[src/hw/sag_pkg.sv]
// constants, types and helper functions of the segmented address generator
// assumes one core clock domain; included before every other design file
`default_nettype none

package sag_pkg;

    // =====================================================================
    // widths and reset values
    localparam int WORD_W = 16;
    localparam int PHYS_W = 20;
    localparam int SEG_SHIFT = 4;
    localparam int NUM_GP = 8;
    localparam int NUM_SEG = 4;
    localparam logic [15:0] GP_RESET = 16'h0000;
    localparam logic [15:0] SEG_RESET = 16'h0000;
    localparam logic [15:0] INSTR_PTR_RESET = 16'h0000;
    localparam logic [15:0] FLAGS_RESET = 16'h0000;

    // =====================================================================
    // general register indices; the first four split into two bytes
    localparam logic [2:0] GP_ACCUM = 3'h0;
    localparam logic [2:0] GP_COUNT = 3'h1;
    localparam logic [2:0] GP_DATA = 3'h2;
    localparam logic [2:0] GP_BASE = 3'h3;
    localparam logic [2:0] GP_STACK = 3'h4;
    localparam logic [2:0] GP_FRAME = 3'h5;
    localparam logic [2:0] GP_SRC_IDX = 3'h6;
    localparam logic [2:0] GP_DEST_IDX = 3'h7;

    // =====================================================================
    // segment register codes, reference kinds, addressing modes
    typedef enum logic [1:0] {
        SEG_EXTRA = 2'h0,
        SEG_CODE = 2'h1,
        SEG_STACK = 2'h2,
        SEG_DATA = 2'h3
    } sag_seg_e;

    typedef enum logic [2:0] {
        REF_FETCH = 3'h0,
        REF_IMMED = 3'h1,
        REF_STACK = 3'h2,
        REF_STR_DST = 3'h3,
        REF_DATA = 3'h4
    } sag_ref_e;

    typedef enum logic [2:0] {
        AM_DIRECT = 3'h0,
        AM_REG_IND = 3'h1,
        AM_BASED = 3'h2,
        AM_INDEXED = 3'h3,
        AM_BASED_IDX = 3'h4,
        AM_BASED_IDX_DISP = 3'h5
    } sag_mode_e;

    // register picked by register indirect mode
    typedef enum logic [1:0] {
        RI_SRC_IDX = 2'h0,
        RI_DEST_IDX = 2'h1,
        RI_BASE = 2'h2,
        RI_FRAME = 2'h3
    } sag_ri_e;

    // =====================================================================
    // helpers
    function automatic logic [15:0] sag_sext8(input logic [7:0] b);
        sag_sext8 = {{8{b[7]}}, b};
    endfunction

    // carry out of bit 19 falls away
    function automatic logic [19:0] sag_phys(input logic [15:0] seg,
                                             input logic [15:0] off);
        sag_phys = {seg, 4'h0} + {4'h0, off};
    endfunction

endpackage

`default_nettype wire

[src/hw/sag_addr_gen.sv]
// operand and physical address generation of the segmented core
// assumes decoder requests and register writes on the same core clock
//
// What this block does
// - fourteen 16-bit architectural registers held here
// - four general registers split into byte halves
// - segment offsets are 16 bits, 64K bytes
// - physical address is segment shifted four plus offset
// - code segment for prefetch and immediate fetch
// - stack segment for stack and frame-based references
// - extra segment for string destination references
// - data segment for all other data
// - override prefix replaces the implicit segment of data references only
// - offset sums displacement, base and index
// - offset sum keeps only low 16 bits
// - byte displacement sign extended first
// - direct mode uses displacement alone
// - register indirect uses one pointer register
// - based mode adds displacement to base
// - indexed mode adds displacement to index
// - based indexed adds base and index only
// - based indexed displacement adds all three
// - register or immediate operands also supported
`default_nettype none

module sag_addr_gen
    import sag_pkg::*;
(
    input wire logic core_clk_i,
    input wire logic arst_n_i,
    input wire logic gp_wr_en_i,
    input wire logic [2:0] gp_wr_idx_i,
    input wire logic gp_wr_byte_i,
    input wire logic gp_wr_hi_i,
    input wire logic [15:0] gp_wr_data_i,
    input wire logic seg_wr_en_i,
    input wire sag_seg_e seg_wr_sel_i,
    input wire logic [15:0] seg_wr_data_i,
    input wire logic instr_ptr_wr_en_i,
    input wire logic [15:0] instr_ptr_wr_data_i,
    input wire logic flags_wr_en_i,
    input wire logic [15:0] flags_wr_data_i,
    input wire logic opnd_req_i,
    input wire logic opnd_imm_sel_i,
    input wire logic [15:0] opnd_imm_i,
    input wire logic [2:0] opnd_reg_idx_i,
    input wire logic opnd_byte_i,
    input wire logic opnd_hi_i,
    input wire logic req_valid_i,
    input wire sag_ref_e req_kind_i,
    input wire sag_mode_e req_mode_i,
    input wire logic req_base_frame_i,
    input wire logic req_idx_dest_i,
    input wire sag_ri_e req_ri_sel_i,
    input wire logic [15:0] req_disp_i,
    input wire logic req_disp_wide_i,
    input wire logic req_ovr_valid_i,
    input wire sag_seg_e req_ovr_seg_i,
    output logic opnd_valid_o,
    output logic [15:0] opnd_data_o,
    output logic addr_valid_o,
    output logic [15:0] eff_addr_o,
    output logic [19:0] phys_addr_o,
    output sag_seg_e seg_used_o,
    output logic [15:0] instr_ptr_o,
    output logic [15:0] flags_o
);

    // =====================================================================
    // general registers and segment choice
    logic [15:0] gp_rd_data;
    logic [15:0] base_gp_reg;
    logic [15:0] frame_base_reg;
    logic [15:0] src_idx_reg;
    logic [15:0] dest_idx_reg;
    logic [15:0] stack_ptr_reg;
    logic [2:0] gp_rd_idx;
    sag_seg_e cur_seg;

    // byte operands read the split register, not the pointer group
    assign gp_rd_idx = opnd_byte_i ? {1'b0, opnd_reg_idx_i[1:0]} :
                       opnd_reg_idx_i;

    sag_gp_file u_gp_file (
        .core_clk_i(core_clk_i),
        .arst_n_i(arst_n_i),
        .wr_en_i(gp_wr_en_i),
        .wr_idx_i(gp_wr_idx_i),
        .wr_byte_i(gp_wr_byte_i),
        .wr_hi_i(gp_wr_hi_i),
        .wr_data_i(gp_wr_data_i),
        .rd_idx_i(gp_rd_idx),
        .rd_data_o(gp_rd_data),
        .base_gp_o(base_gp_reg),
        .frame_base_o(frame_base_reg),
        .src_idx_o(src_idx_reg),
        .dest_idx_o(dest_idx_reg),
        .stack_ptr_o(stack_ptr_reg)
    );

    sag_seg_sel u_seg_sel (
        .kind_i(req_kind_i),
        .mode_i(req_mode_i),
        .base_frame_i(req_base_frame_i),
        .ri_sel_i(req_ri_sel_i),
        .ovr_valid_i(req_ovr_valid_i),
        .ovr_seg_i(req_ovr_seg_i),
        .seg_o(cur_seg)
    );

    // =====================================================================
    // segment registers, pointer and flags
    logic [15:0] seg_regs [NUM_SEG];
    logic [15:0] next_seg_regs [NUM_SEG];
    logic [15:0] instr_ptr_reg;
    logic [15:0] next_instr_ptr;
    logic [15:0] flags_reg;
    logic [15:0] next_flags;

    always_comb begin
        for (int i = 0; i < NUM_SEG; i++) begin
            next_seg_regs[i] = seg_regs[i];
        end
        if (seg_wr_en_i) begin
            next_seg_regs[seg_wr_sel_i] = seg_wr_data_i;
        end
        next_instr_ptr = instr_ptr_wr_en_i ? instr_ptr_wr_data_i :
                         instr_ptr_reg;
        next_flags = flags_wr_en_i ? flags_wr_data_i : flags_reg;
    end

    always_ff @(posedge core_clk_i or negedge arst_n_i) begin
        if (!arst_n_i) begin
            for (int i = 0; i < NUM_SEG; i++) begin
                seg_regs[i] <= SEG_RESET;
            end
            instr_ptr_reg <= INSTR_PTR_RESET;
            flags_reg <= FLAGS_RESET;
        end else begin
            for (int i = 0; i < NUM_SEG; i++) begin
                seg_regs[i] <= next_seg_regs[i];
            end
            instr_ptr_reg <= next_instr_ptr;
            flags_reg <= next_flags;
        end
    end

    assign instr_ptr_o = instr_ptr_reg;
    assign flags_o = flags_reg;

    // =====================================================================
    // effective address; sums are 16 bits wide so carries drop out
    logic [15:0] base_val;
    logic [15:0] idx_val;
    logic [15:0] disp_val;
    logic [15:0] ea_val;
    logic [15:0] off_val;
    logic [15:0] cur_seg_val;

    always_comb begin
        base_val = req_base_frame_i ? frame_base_reg : base_gp_reg;
        idx_val = req_idx_dest_i ? dest_idx_reg : src_idx_reg;
        disp_val = req_disp_wide_i ? req_disp_i :
                   sag_sext8(req_disp_i[7:0]);
        case (req_mode_i)
            AM_DIRECT: begin
                ea_val = disp_val;
            end
            AM_REG_IND: begin
                case (req_ri_sel_i)
                    RI_SRC_IDX: ea_val = src_idx_reg;
                    RI_DEST_IDX: ea_val = dest_idx_reg;
                    RI_BASE: ea_val = base_gp_reg;
                    default: ea_val = frame_base_reg;
                endcase
            end
            AM_BASED: begin
                ea_val = base_val + disp_val;
            end
            AM_INDEXED: begin
                ea_val = idx_val + disp_val;
            end
            AM_BASED_IDX: begin
                ea_val = base_val + idx_val;
            end
            default: begin
                ea_val = base_val + idx_val + disp_val;
            end
        endcase
        // fetches follow the pointer, stack references the stack pointer
        case (req_kind_i)
            REF_FETCH, REF_IMMED: off_val = instr_ptr_reg;
            REF_STACK: off_val = stack_ptr_reg;
            REF_STR_DST: off_val = dest_idx_reg;
            default: off_val = ea_val;
        endcase
        cur_seg_val = seg_regs[cur_seg];
    end

    // =====================================================================
    // address output stage, one cycle after the request
    logic next_addr_valid;
    logic [15:0] next_eff_addr;
    logic [19:0] next_phys_addr;
    sag_seg_e next_seg_used;

    always_comb begin
        next_addr_valid = req_valid_i;
        next_eff_addr = eff_addr_o;
        next_phys_addr = phys_addr_o;
        next_seg_used = seg_used_o;
        if (req_valid_i) begin
            next_eff_addr = off_val;
            next_seg_used = cur_seg;
            next_phys_addr = sag_phys(cur_seg_val, off_val);
        end
    end

    always_ff @(posedge core_clk_i or negedge arst_n_i) begin
        if (!arst_n_i) begin
            addr_valid_o <= 1'b0;
            eff_addr_o <= 16'h0000;
            phys_addr_o <= 20'h00000;
            seg_used_o <= SEG_DATA;
        end else begin
            addr_valid_o <= next_addr_valid;
            eff_addr_o <= next_eff_addr;
            phys_addr_o <= next_phys_addr;
            seg_used_o <= next_seg_used;
        end
    end

    // =====================================================================
    // operand path; register data needs the file's read cycle first
    logic opnd_stage;
    logic next_opnd_stage;
    logic stage_imm_sel;
    logic stage_byte;
    logic stage_hi;
    logic [15:0] stage_imm;
    logic next_stage_imm_sel;
    logic next_stage_byte;
    logic next_stage_hi;
    logic [15:0] next_stage_imm;
    logic next_opnd_valid;
    logic [15:0] next_opnd_data;

    always_comb begin
        next_opnd_stage = opnd_req_i;
        next_stage_imm_sel = opnd_req_i ? opnd_imm_sel_i : stage_imm_sel;
        next_stage_byte = opnd_req_i ? opnd_byte_i : stage_byte;
        next_stage_hi = opnd_req_i ? opnd_hi_i : stage_hi;
        next_stage_imm = opnd_req_i ? opnd_imm_i : stage_imm;
        next_opnd_valid = opnd_stage;
        next_opnd_data = opnd_data_o;
        if (opnd_stage) begin
            if (stage_imm_sel) begin
                next_opnd_data = stage_imm;
            end else if (stage_byte) begin
                // byte operands come back zero extended
                next_opnd_data = stage_hi ? {8'h00, gp_rd_data[15:8]} :
                                 {8'h00, gp_rd_data[7:0]};
            end else begin
                next_opnd_data = gp_rd_data;
            end
        end
    end

    always_ff @(posedge core_clk_i or negedge arst_n_i) begin
        if (!arst_n_i) begin
            opnd_stage <= 1'b0;
            stage_imm_sel <= 1'b0;
            stage_byte <= 1'b0;
            stage_hi <= 1'b0;
            stage_imm <= 16'h0000;
            opnd_valid_o <= 1'b0;
            opnd_data_o <= 16'h0000;
        end else begin
            opnd_stage <= next_opnd_stage;
            stage_imm_sel <= next_stage_imm_sel;
            stage_byte <= next_stage_byte;
            stage_hi <= next_stage_hi;
            stage_imm <= next_stage_imm;
            opnd_valid_o <= next_opnd_valid;
            opnd_data_o <= next_opnd_data;
        end
    end
endmodule

`default_nettype wire

[src/hw/sag_gp_file.sv]
// the eight general registers with word and byte writes
// assumes writes come from the execution logic on the core clock
`default_nettype none

module sag_gp_file
    import sag_pkg::*;
(
    input wire logic core_clk_i,
    input wire logic arst_n_i,
    input wire logic wr_en_i,
    input wire logic [2:0] wr_idx_i,
    input wire logic wr_byte_i,
    input wire logic wr_hi_i,
    input wire logic [15:0] wr_data_i,
    input wire logic [2:0] rd_idx_i,
    output logic [15:0] rd_data_o,
    output logic [15:0] base_gp_o,
    output logic [15:0] frame_base_o,
    output logic [15:0] src_idx_o,
    output logic [15:0] dest_idx_o,
    output logic [15:0] stack_ptr_o
);

    // =====================================================================
    // storage
    logic [15:0] regs [NUM_GP];
    logic [15:0] next_regs [NUM_GP];
    logic [15:0] next_rd_data;
    logic [2:0] byte_idx;

    always_comb begin
        for (int i = 0; i < NUM_GP; i++) begin
            next_regs[i] = regs[i];
        end
        // byte writes reach only the four split registers
        byte_idx = {1'b0, wr_idx_i[1:0]};
        if (wr_en_i && wr_byte_i) begin
            if (wr_hi_i) begin
                next_regs[byte_idx][15:8] = wr_data_i[7:0];
            end else begin
                next_regs[byte_idx][7:0] = wr_data_i[7:0];
            end
        end else if (wr_en_i) begin
            next_regs[wr_idx_i] = wr_data_i;
        end
        next_rd_data = regs[rd_idx_i];
    end

    always_ff @(posedge core_clk_i or negedge arst_n_i) begin
        if (!arst_n_i) begin
            for (int i = 0; i < NUM_GP; i++) begin
                regs[i] <= GP_RESET;
            end
            rd_data_o <= GP_RESET;
        end else begin
            for (int i = 0; i < NUM_GP; i++) begin
                regs[i] <= next_regs[i];
            end
            rd_data_o <= next_rd_data;
        end
    end

    assign base_gp_o = regs[GP_BASE];
    assign frame_base_o = regs[GP_FRAME];
    assign src_idx_o = regs[GP_SRC_IDX];
    assign dest_idx_o = regs[GP_DEST_IDX];
    assign stack_ptr_o = regs[GP_STACK];
endmodule

`default_nettype wire

[src/hw/sag_seg_sel.sv]
// picks the segment register for one memory reference
// assumes kind, mode and override come straight from the decoder
`default_nettype none

module sag_seg_sel
    import sag_pkg::*;
(
    input wire sag_ref_e kind_i,
    input wire sag_mode_e mode_i,
    input wire logic base_frame_i,
    input wire sag_ri_e ri_sel_i,
    input wire logic ovr_valid_i,
    input wire sag_seg_e ovr_seg_i,
    output sag_seg_e seg_o
);

    // =====================================================================
    // selection
    logic uses_frame;

    always_comb begin
        case (mode_i)
            AM_BASED, AM_BASED_IDX, AM_BASED_IDX_DISP: begin
                uses_frame = base_frame_i;
            end
            AM_REG_IND: begin
                uses_frame = (ri_sel_i == RI_FRAME);
            end
            default: begin
                uses_frame = 1'b0;
            end
        endcase
        case (kind_i)
            REF_FETCH, REF_IMMED: begin
                seg_o = SEG_CODE;
            end
            REF_STACK: begin
                seg_o = SEG_STACK;
            end
            REF_STR_DST: begin
                // string destination stays fixed, prefixes do not move it
                seg_o = SEG_EXTRA;
            end
            default: begin
                if (ovr_valid_i) begin
                    seg_o = ovr_seg_i;
                end else if (uses_frame) begin
                    seg_o = SEG_STACK;
                end else begin
                    seg_o = SEG_DATA;
                end
            end
        endcase
    end

endmodule

`default_nettype wire

[config.mk]
export PLATFORM = sky130hd
export DESIGN_NAME = sag_addr_gen
export DESIGN_NICKNAME = d
export VERILOG_FILES = /design/src/hw/sag_pkg.sv /design/src/hw/sag_addr_gen.sv /design/src/hw/sag_gp_file.sv /design/src/hw/sag_seg_sel.sv
export SDC_FILE = /design/constraint.sdc
export NUM_CORES = 1
export LEC_CHECK = 0
export CORE_ASPECT_RATIO = 0.7
export CORE_MARGIN = 3
export CORE_UTILIZATION = 45
export CTS_BUF_LIST = sky130_fd_sc_hd__clkbuf_8
export DETAILED_ROUTE_END_ITERATION = 12
export DONT_BUFFER_PORTS = 1
export SLEW_MARGIN = 15
export SYNTH_ARGS = -nofsm -noshare
export SYNTH_HDL_FRONTEND = slang
export SYNTH_SLANG_ARGS = --single-unit
[constraint.sdc]
create_clock -name core_clk_i -period 6.32 [get_ports core_clk_i]
set_input_delay 1.264 -clock core_clk_i [delete_from_list [all_inputs] [get_ports core_clk_i]]
set_output_delay 1.264 -clock core_clk_i [all_outputs]
set_load 0.1 [all_outputs]
==> flow_summary_export.csv, run 1 <==
group,metric,value,unit
status,status,"finished, final reports clean",
logic_synthesis,synth-seq-cells,312,
clocking,postCtsSetupRepairBufs,0,
route,wl_per_cell,24.1,µm
timing,worst_pin_slew,1200,ps
logic_synthesis,ys_top_cells_by_area,"dfrtp_1 (45%), mux2_2 (19%), mux4_2 (6.2%)",
worst_setup_path,reg2reg_to,"phys_addr_o[18]",
logic_synthesis,synth_top_cell_by_area,"dfrtp_1",
clocking,cts-hold-fix-buffers,0,
timing,grt_setup_unrepaired,"no",
final_layout,final_common_cell,"dfrtp_1",
grt,grt_pass1_wl,73.9,mm
floorplan,coreArea,0.0376,mm²
placement,post-place-ws,-165,ps
timing,fin_ws,304,ps
final_layout,drive_gt1_share,31.9,%
grt,grt_max_degree,313,
final_layout,area_delta_synth_final,10.3,%
floorplan,ioPinCount,219,
final_layout,stdcell_count,2035,
grt,track_usage,23.5,%
logic_synthesis,syn_area_per_cell,11.6,µm²
route,drc_errors,0,
worst_setup_path,r2r-start,"u_gp_file.dest_idx_o[2]",
logic_synthesis,ys_async_sr_fraction,100,%
clocking,htreeDepth,2,
run,maxCapViolations,0,
power_and_ir_drop,peakVddDrop,0.000160,V
clocking,clkSinkCount,312,
logic_synthesis,yosys_warnings,0,
logic_synthesis,synth_top_area_share,44.5,%
worst_setup_path,crit_start,"req_idx_dest_i",
worst_setup_path,rr_worst_depth,24,
placement,hpwl,35.9,mm
clocking,cts_tree,"yes",
power_and_ir_drop,cellPowerDensity,408,mW/mm²
worst_setup_path,cp_max_fo,16,
route,routed_wl,49.0,mm
worst_setup_path,end_kind,"register",
timing,fin_worst_skew,44.7,ps
logic_synthesis,synth_edf_count,0,
worst_setup_path,critPathLaunchType,"input port",
logic_synthesis,synthCells,1499,
timing,slew_headroom,19.8,%
timing,final-setup-viol-count,0,
route,vias_per_cell,6.02,
clocking,cts_root_buf,"clkbuf_8",
worst_setup_path,arrival,6470,ps
clocking,cts_resized,0,
floorplan,initial_core_util,46.3,%
grt,grt.overflow.total,0,
floorplan,die_area,0.0411,mm²
floorplan,fp.dieW,241,µm
worst_setup_path,required,6770,ps
grt,antenna_found_initial,4,
logic_synthesis,syn-cell-area,0.0174,mm²
logic_synthesis,synth_ff_type,"dfrtp_1",
logic_synthesis,synth_cell_type_count,66,
worst_setup_path,critPathCapture,"phys_addr_o[18]",
placement,globalplace.congestion,0.925,
timing,min_period,6020,ps
final_layout,mostFrequentLayoutCells,"dfrtp_1 (306), mux2_2 (286), nand2_1 (98), nor2_1 (85), a21oi_1 (74)",
timing,slew_viol_final,0,
clocking,cts-buffers-inserted,51,
floorplan,rows,59,
clocking,path_clk_slew,60,ps
timing,fmax,166,MHz
timing,hold_viol_final,0,
route,dr.pass1.iters,6,
grt,grt_pass1_vias,12200,
logic_synthesis,ys_seq_area_share,44.8,%
timing,period_share,95.2,%
floorplan,die_h,171,µm
worst_setup_path,regToRegSetupSlack,590,ps
route,first_iter_violations,947,
power_and_ir_drop,p_leak,8.21,nW
placement,dp.cells,1942,
min_path,worst_hold_path_type,"in -> async",
clocking,clk_latency,610,ps
logic_synthesis,syn_nets,1676,
route,via_count,12300,
worst_setup_path,critPathKind,"in -> reg",
route,route.antenna.remaining_nets,0,
placement,port_buffers,0,
clocking,clockBufferDepth,3,
final_layout,fin_nets,1684,
[synth_stat cells (all sizes together) (31+ instances only)]
library cell	instances
dfrtp	310
nor2	88
mux2i	62
clkbuf	66
ha	43
nand2	98
mux2	290
a21oi	76
a22oi	40
mux4	48
a211oi	31
o21ai	79
[cell families after synthesis]
kind of cell               after synthesis  share of synthesized area [%]
AOI/OAI and AO/OA                      310                           11.4
xor gates and xnor gates                36                           1.81
adders and majority gates               46                           3.43
buffers and inverters                  116                           2.67
DFF                                    312                           44.8
muxes                                  400                           28.6
and+or+nand+nor                        279                           7.31
[stage by stage]
stage / util [%] / TNS [ps] / hold slack, ps / area, µm² / total power [mW]
floorplan: - / 0 / 352 / 17600 / 5.33
global placement: 48.2 / -27.3 / 458 / 18200 / 5.96
detailed placement: 48.2 / -590 / 466 / 18200 / 6.02
CTS: 51.0 / 0 / 315 / 19200 / 7.88
global route: 51.1 / 0 / 315 / 19200 / 8.26
finish: 51.1 / 0 / 354 / 19200 / 7.84
[registers in the layout, indices dropped and copies added, names as in the netlist, 16 cells and up]
signal / count
stage_imm: 16
u_gp_file.frame_base_o: 16
seg_regs: 64
instr_ptr_o: 16
flags_o: 16
opnd_data_o: 16
u_gp_file.rd_data_o: 16
u_gp_file.base_gp_o: 16
u_gp_file.dest_idx_o: 16
u_gp_file.src_idx_o: 16
eff_addr_o: 16
u_gp_file.stack_ptr_o: 16
phys_addr_o: 16
u_gp_file.regs: 48
[where the power goes]
group	switching (mW)	internal, mW	total (mW)
clock network	0.831	0.995	1.83
registers	1.30	2.38	3.68
logic	1.11	1.22	2.33
[worst min-delay path by stage]
stage                         from                 endpoint  slack, ps  depth (start not counted)
3_3_place_gp   u_gp_file.regs[111]      u_gp_file.regs[111]        460                          2
4_1_cts                   arst_n_i  u_gp_file.src_idx_o[13]        310                          0
6_report                  arst_n_i           opnd_data_o[5]        350                          0
3_5_place_dp    u_gp_file.regs[92]       u_gp_file.regs[92]        470                          2
5_1_grt                   arst_n_i           opnd_data_o[4]        320                          0
2_1_floorplan      next_opnd_valid             opnd_valid_o        350                          0
[cell type report]
class | instances | area [µm²]
fillers | 3308 | 18400
clock buffers | 64 | 881
repair buffers | 51 | 383
flip-flops and latches | 312 | 7820
multi-input cells | 1071 | 9270
well taps | 488 | 611
diodes | 3 | 7.51
inverters | 20 | 75.1
clock inverters | 26 | 179
[critical path, stage by stage]
cell and delay (ps):
mux2_2 330, ha_1 310, nor2b_1 150, o31a_1 280, o311a_1 390, nor2_2 150
xor2_1 210, o21bai_1 90, ha_1 350, a21oi_2 160, a21boi_0 130, a311oi_2 220
buf_4 180, xnor2_1 120, a32oi_1 90, a31oi_1 340, ha_1 310, nor3_1 80
nor2_1 160, a21boi_2 230, a41oi_2 230, a2111oi_2 440, xor2_1 180, a21oi_1 80
[metal layers]
| layer | vias up | share of wire, % | track usage (%) |
|---|---|---|---|
| li1 | 5586 | - | - |
| met1 | 6213 | 46 | 34.4 |
| met2 | 402 | 44 | 34.4 |
| met3 | 57 | 9.2 | 7.22 |
| met4 | 0 | 1.6 | 5.29 |
| met5 | - | 0 | 0 |
Note: power is estimated with default switching activity, not from simulation.
==> run 2, diff against run 1 <==
==> constraint.sdc (replaced) <==
create_clock -name core_clk_i -period 6.32 [get_ports core_clk_i]
set_input_delay 0.316 -clock core_clk_i [delete_from_list [all_inputs] [get_ports core_clk_i]]
set_output_delay 0.316 -clock core_clk_i [all_outputs]
set_load 0.1 [all_outputs]
==> run 2 against run 1 <==
The run now ends with hold timing left; maximum frequency hardly changed; largest cell class unchanged; highest routed layer unchanged; critical endpoint is now phys_addr_o[10]; non-clock buffer count is 110 higher; utilization is 3.4 points higher; critical path type is now reg -> reg; register-to-register slack worse by 290 ps; die area stayed put.
==> flow_summary_export.csv, run 2 (synthesis gave the netlist of run 1 again) <==
group,metric,value,unit
clocking,clockBufferDepth,3,
worst_setup_path,regToRegSetupSlack,300,ps
worst_setup_path,rr_worst_depth,22,
grt,met1_usage,36.4,%
status,status,"complete, but fails checks",
grt,grt_pass1_vias,12900,
floorplan,fp.dieW,241,µm
timing,min_period,6020,ps
worst_setup_path,r2r-start,"u_gp_file.base_gp_o[0]",
grt,grt.overflow.total,0,
timing,fmax,166,MHz
worst_setup_path,end_kind,"register",
floorplan,initial_core_util,46.3,%
placement,globalplace.congestion,0.899,
grt,antenna_found_initial,4,
timing,period_share,95.3,%
route,via_count,12800,
timing,final-setup-viol-count,0,
power_and_ir_drop,peakVddDrop,0.000173,V
worst_setup_path,cpPeakStageDelay,560,ps
final_layout,drive_gt1_share,28.2,%
worst_setup_path,cp_common_cell,"a21oi_1",
status,violations,"hold timing",
grt,track_usage,25.1,%
final_layout,area_delta_synth_final,17.7,%
power_and_ir_drop,cellPowerDensity,394,mW/mm²
placement,hpwl,35.8,mm
timing,fin_ws,299,ps
route,first_iter_violations,1112,
timing,tns,0,ps
grt,grt-busiest-layer,"met2",
worst_setup_path,required,6810,ps
timing,holdWs,-623,ps
timing,fin_worst_skew,35.4,ps
clocking,path_clk_slew,70,ps
timing,slew_headroom,21.2,%
placement,post-place-ws,63.2,ps
clocking,cts_tree,"yes",
power_and_ir_drop,p_leak,8.66,nW
clocking,cts-buffers-inserted,51,
worst_setup_path,critPathLaunchType,"register",
clocking,clkSinkCount,312,
grt,grt_use_met3,7.17,%
worst_setup_path,reg2reg_to,"phys_addr_o[10]",
worst_setup_path,cpLargestDelayFamily,"adder cells",
route,wl_per_cell,24.4,µm
worst_setup_path,critPathKind,"reg -> reg",
min_path,worst_hold_path_type,"in -> async",
final_layout,mostFrequentLayoutCells,"dfrtp_1 (306), mux2_2 (288), dlygate4sd3_1 (146), nand2_1 (98), nor2_1 (86)",
worst_setup_path,arrival,6510,ps
floorplan,die_area,0.0411,mm²
grt,grt_max_degree,313,
route,vias_per_cell,5.97,
final_layout,largest_reg_flops,64,
worst_setup_path,cp_num_buf_inv,2,
worst_setup_path,worstPathCellList,"mux2_2 -> ha_1 -> inv_1 -> fa_1 -> o21ai_0 -> fa_1 -> a21oi_1 -> o21bai_1 -> xnor2_1 -> o22ai_1 -> a21oi_1 -> a21oi_1 -> ha_1 -> fa_1 -> a21o_1 -> a21oi_1 -> nand2b_1 -> nand2b_1 -> a21oi_1 -> xnor2_1 -> mux2_2 -> dlygate4sd3_1",
clocking,htreeDepth,2,
timing,worst_pin_slew,1180,ps
timing,hold_viol_final,312,
floorplan,coreArea,0.0376,mm²
route,dr.pass1.iters,6,
route,drc_errors,0,
run,maxCapViolations,0,
placement,port_buffers,0,
timing,slew_viol_final,0,
floorplan,rows,59,
floorplan,die_h,171,µm
final_layout,top_register,"seg_regs",
grt,grt_pass1_wl,78.3,mm
final_layout,reg.largest.list,"seg_regs x64, u_gp_file.regs x48",
final_layout,fin_nets,1794,
clocking,cts_root_buf,"clkbuf_8",
clocking,clk_latency,630,ps
route,routed_wl,52.5,mm
worst_setup_path,cp_max_fo,4,
floorplan,ioPinCount,219,
grt,met2_usage,36.9,%
final_layout,final_common_cell,"dfrtp_1",
route,route.antenna.remaining_nets,0,
worst_setup_path,cpMaxStageDelayCell,"dlygate4sd3_1",
run 2: changes by cell type in the layout (fill, tap and decap cells not counted), sizes merged, moves of 3 or more:
cell / change
inv: -10
clkinv: +6
clkbuf: +3
dlygate4sd3: +146
clkinvlp: +3
buf: -36
run 2: area by class of cell:
class / count / area (µm²)
inverter: 20 / 75.1
clock buffer: 67 / 922
sequential: 312 / 7820
tap: 488 / 611
timing repair buffer: 161 / 1570
antenna: 4 / 10.0
clock inverter: 27 / 245
multi-input combinational: 1071 / 9260
fill: 3154 / 17100
run 2: how the worst max path moves through the flow:
| stage | slack, ps | depth (start not counted) | from | to |
|---|---|---|---|---|
| 2_1_floorplan | 350 | 27 | req_idx_dest_i | phys_addr_o[17] |
| 3_3_place_gp | 200 | 26 | u_gp_file.dest_idx_o[0] | phys_addr_o[18] |
| 3_5_place_dp | 60 | 26 | u_gp_file.dest_idx_o[0] | phys_addr_o[18] |
| 4_1_cts | 1 | 26 | u_gp_file.base_gp_o[0] | phys_addr_o[18] |
| 5_1_grt | -20 | 27 | u_gp_file.src_idx_o[0] | phys_addr_o[17] |
| 6_report | 300 | 22 | u_gp_file.base_gp_o[0] | phys_addr_o[10] |
run 2: per-stage QoR:
stage               util (%)  total power [mW]  cell area, µm²  hold WS (ps)  std cells
floorplan                  -              5.28           17400          20.4       1499
global placement        47.2              5.75           17800          27.3       1905
detailed placement      47.2              5.80           17800          27.8       1905
CTS                     54.2              8.02           20400          -665       2144
global route            54.5              8.49           20500          -667       2149
finish                  54.5              8.08           20500          -623       2150
run 2: what timing repair did:
item | 4_1_cts | 5_1_grt
hold endpoints to repair | 592 | 321
buffers inserted | 0 | 1
resized for setup | 0 | 16
hold buffers | 145 | 1
setup endpoints to repair | 0 | 8
run 2: metal layers:
layer / up-vias / share of wire (%)
li1: 5814 / -
met4: 0 / 2.2
met5: - / 0
met2: 454 / 43
met1: 6477 / 46
met3: 90 / 8.9
run 2: power by group:
group	internal [mW]	switching, mW	leakage [nW]
Clock	1.12	0.876	0.629
Combinational	1.24	1.15	4.24
Sequential	2.38	1.31	3.78
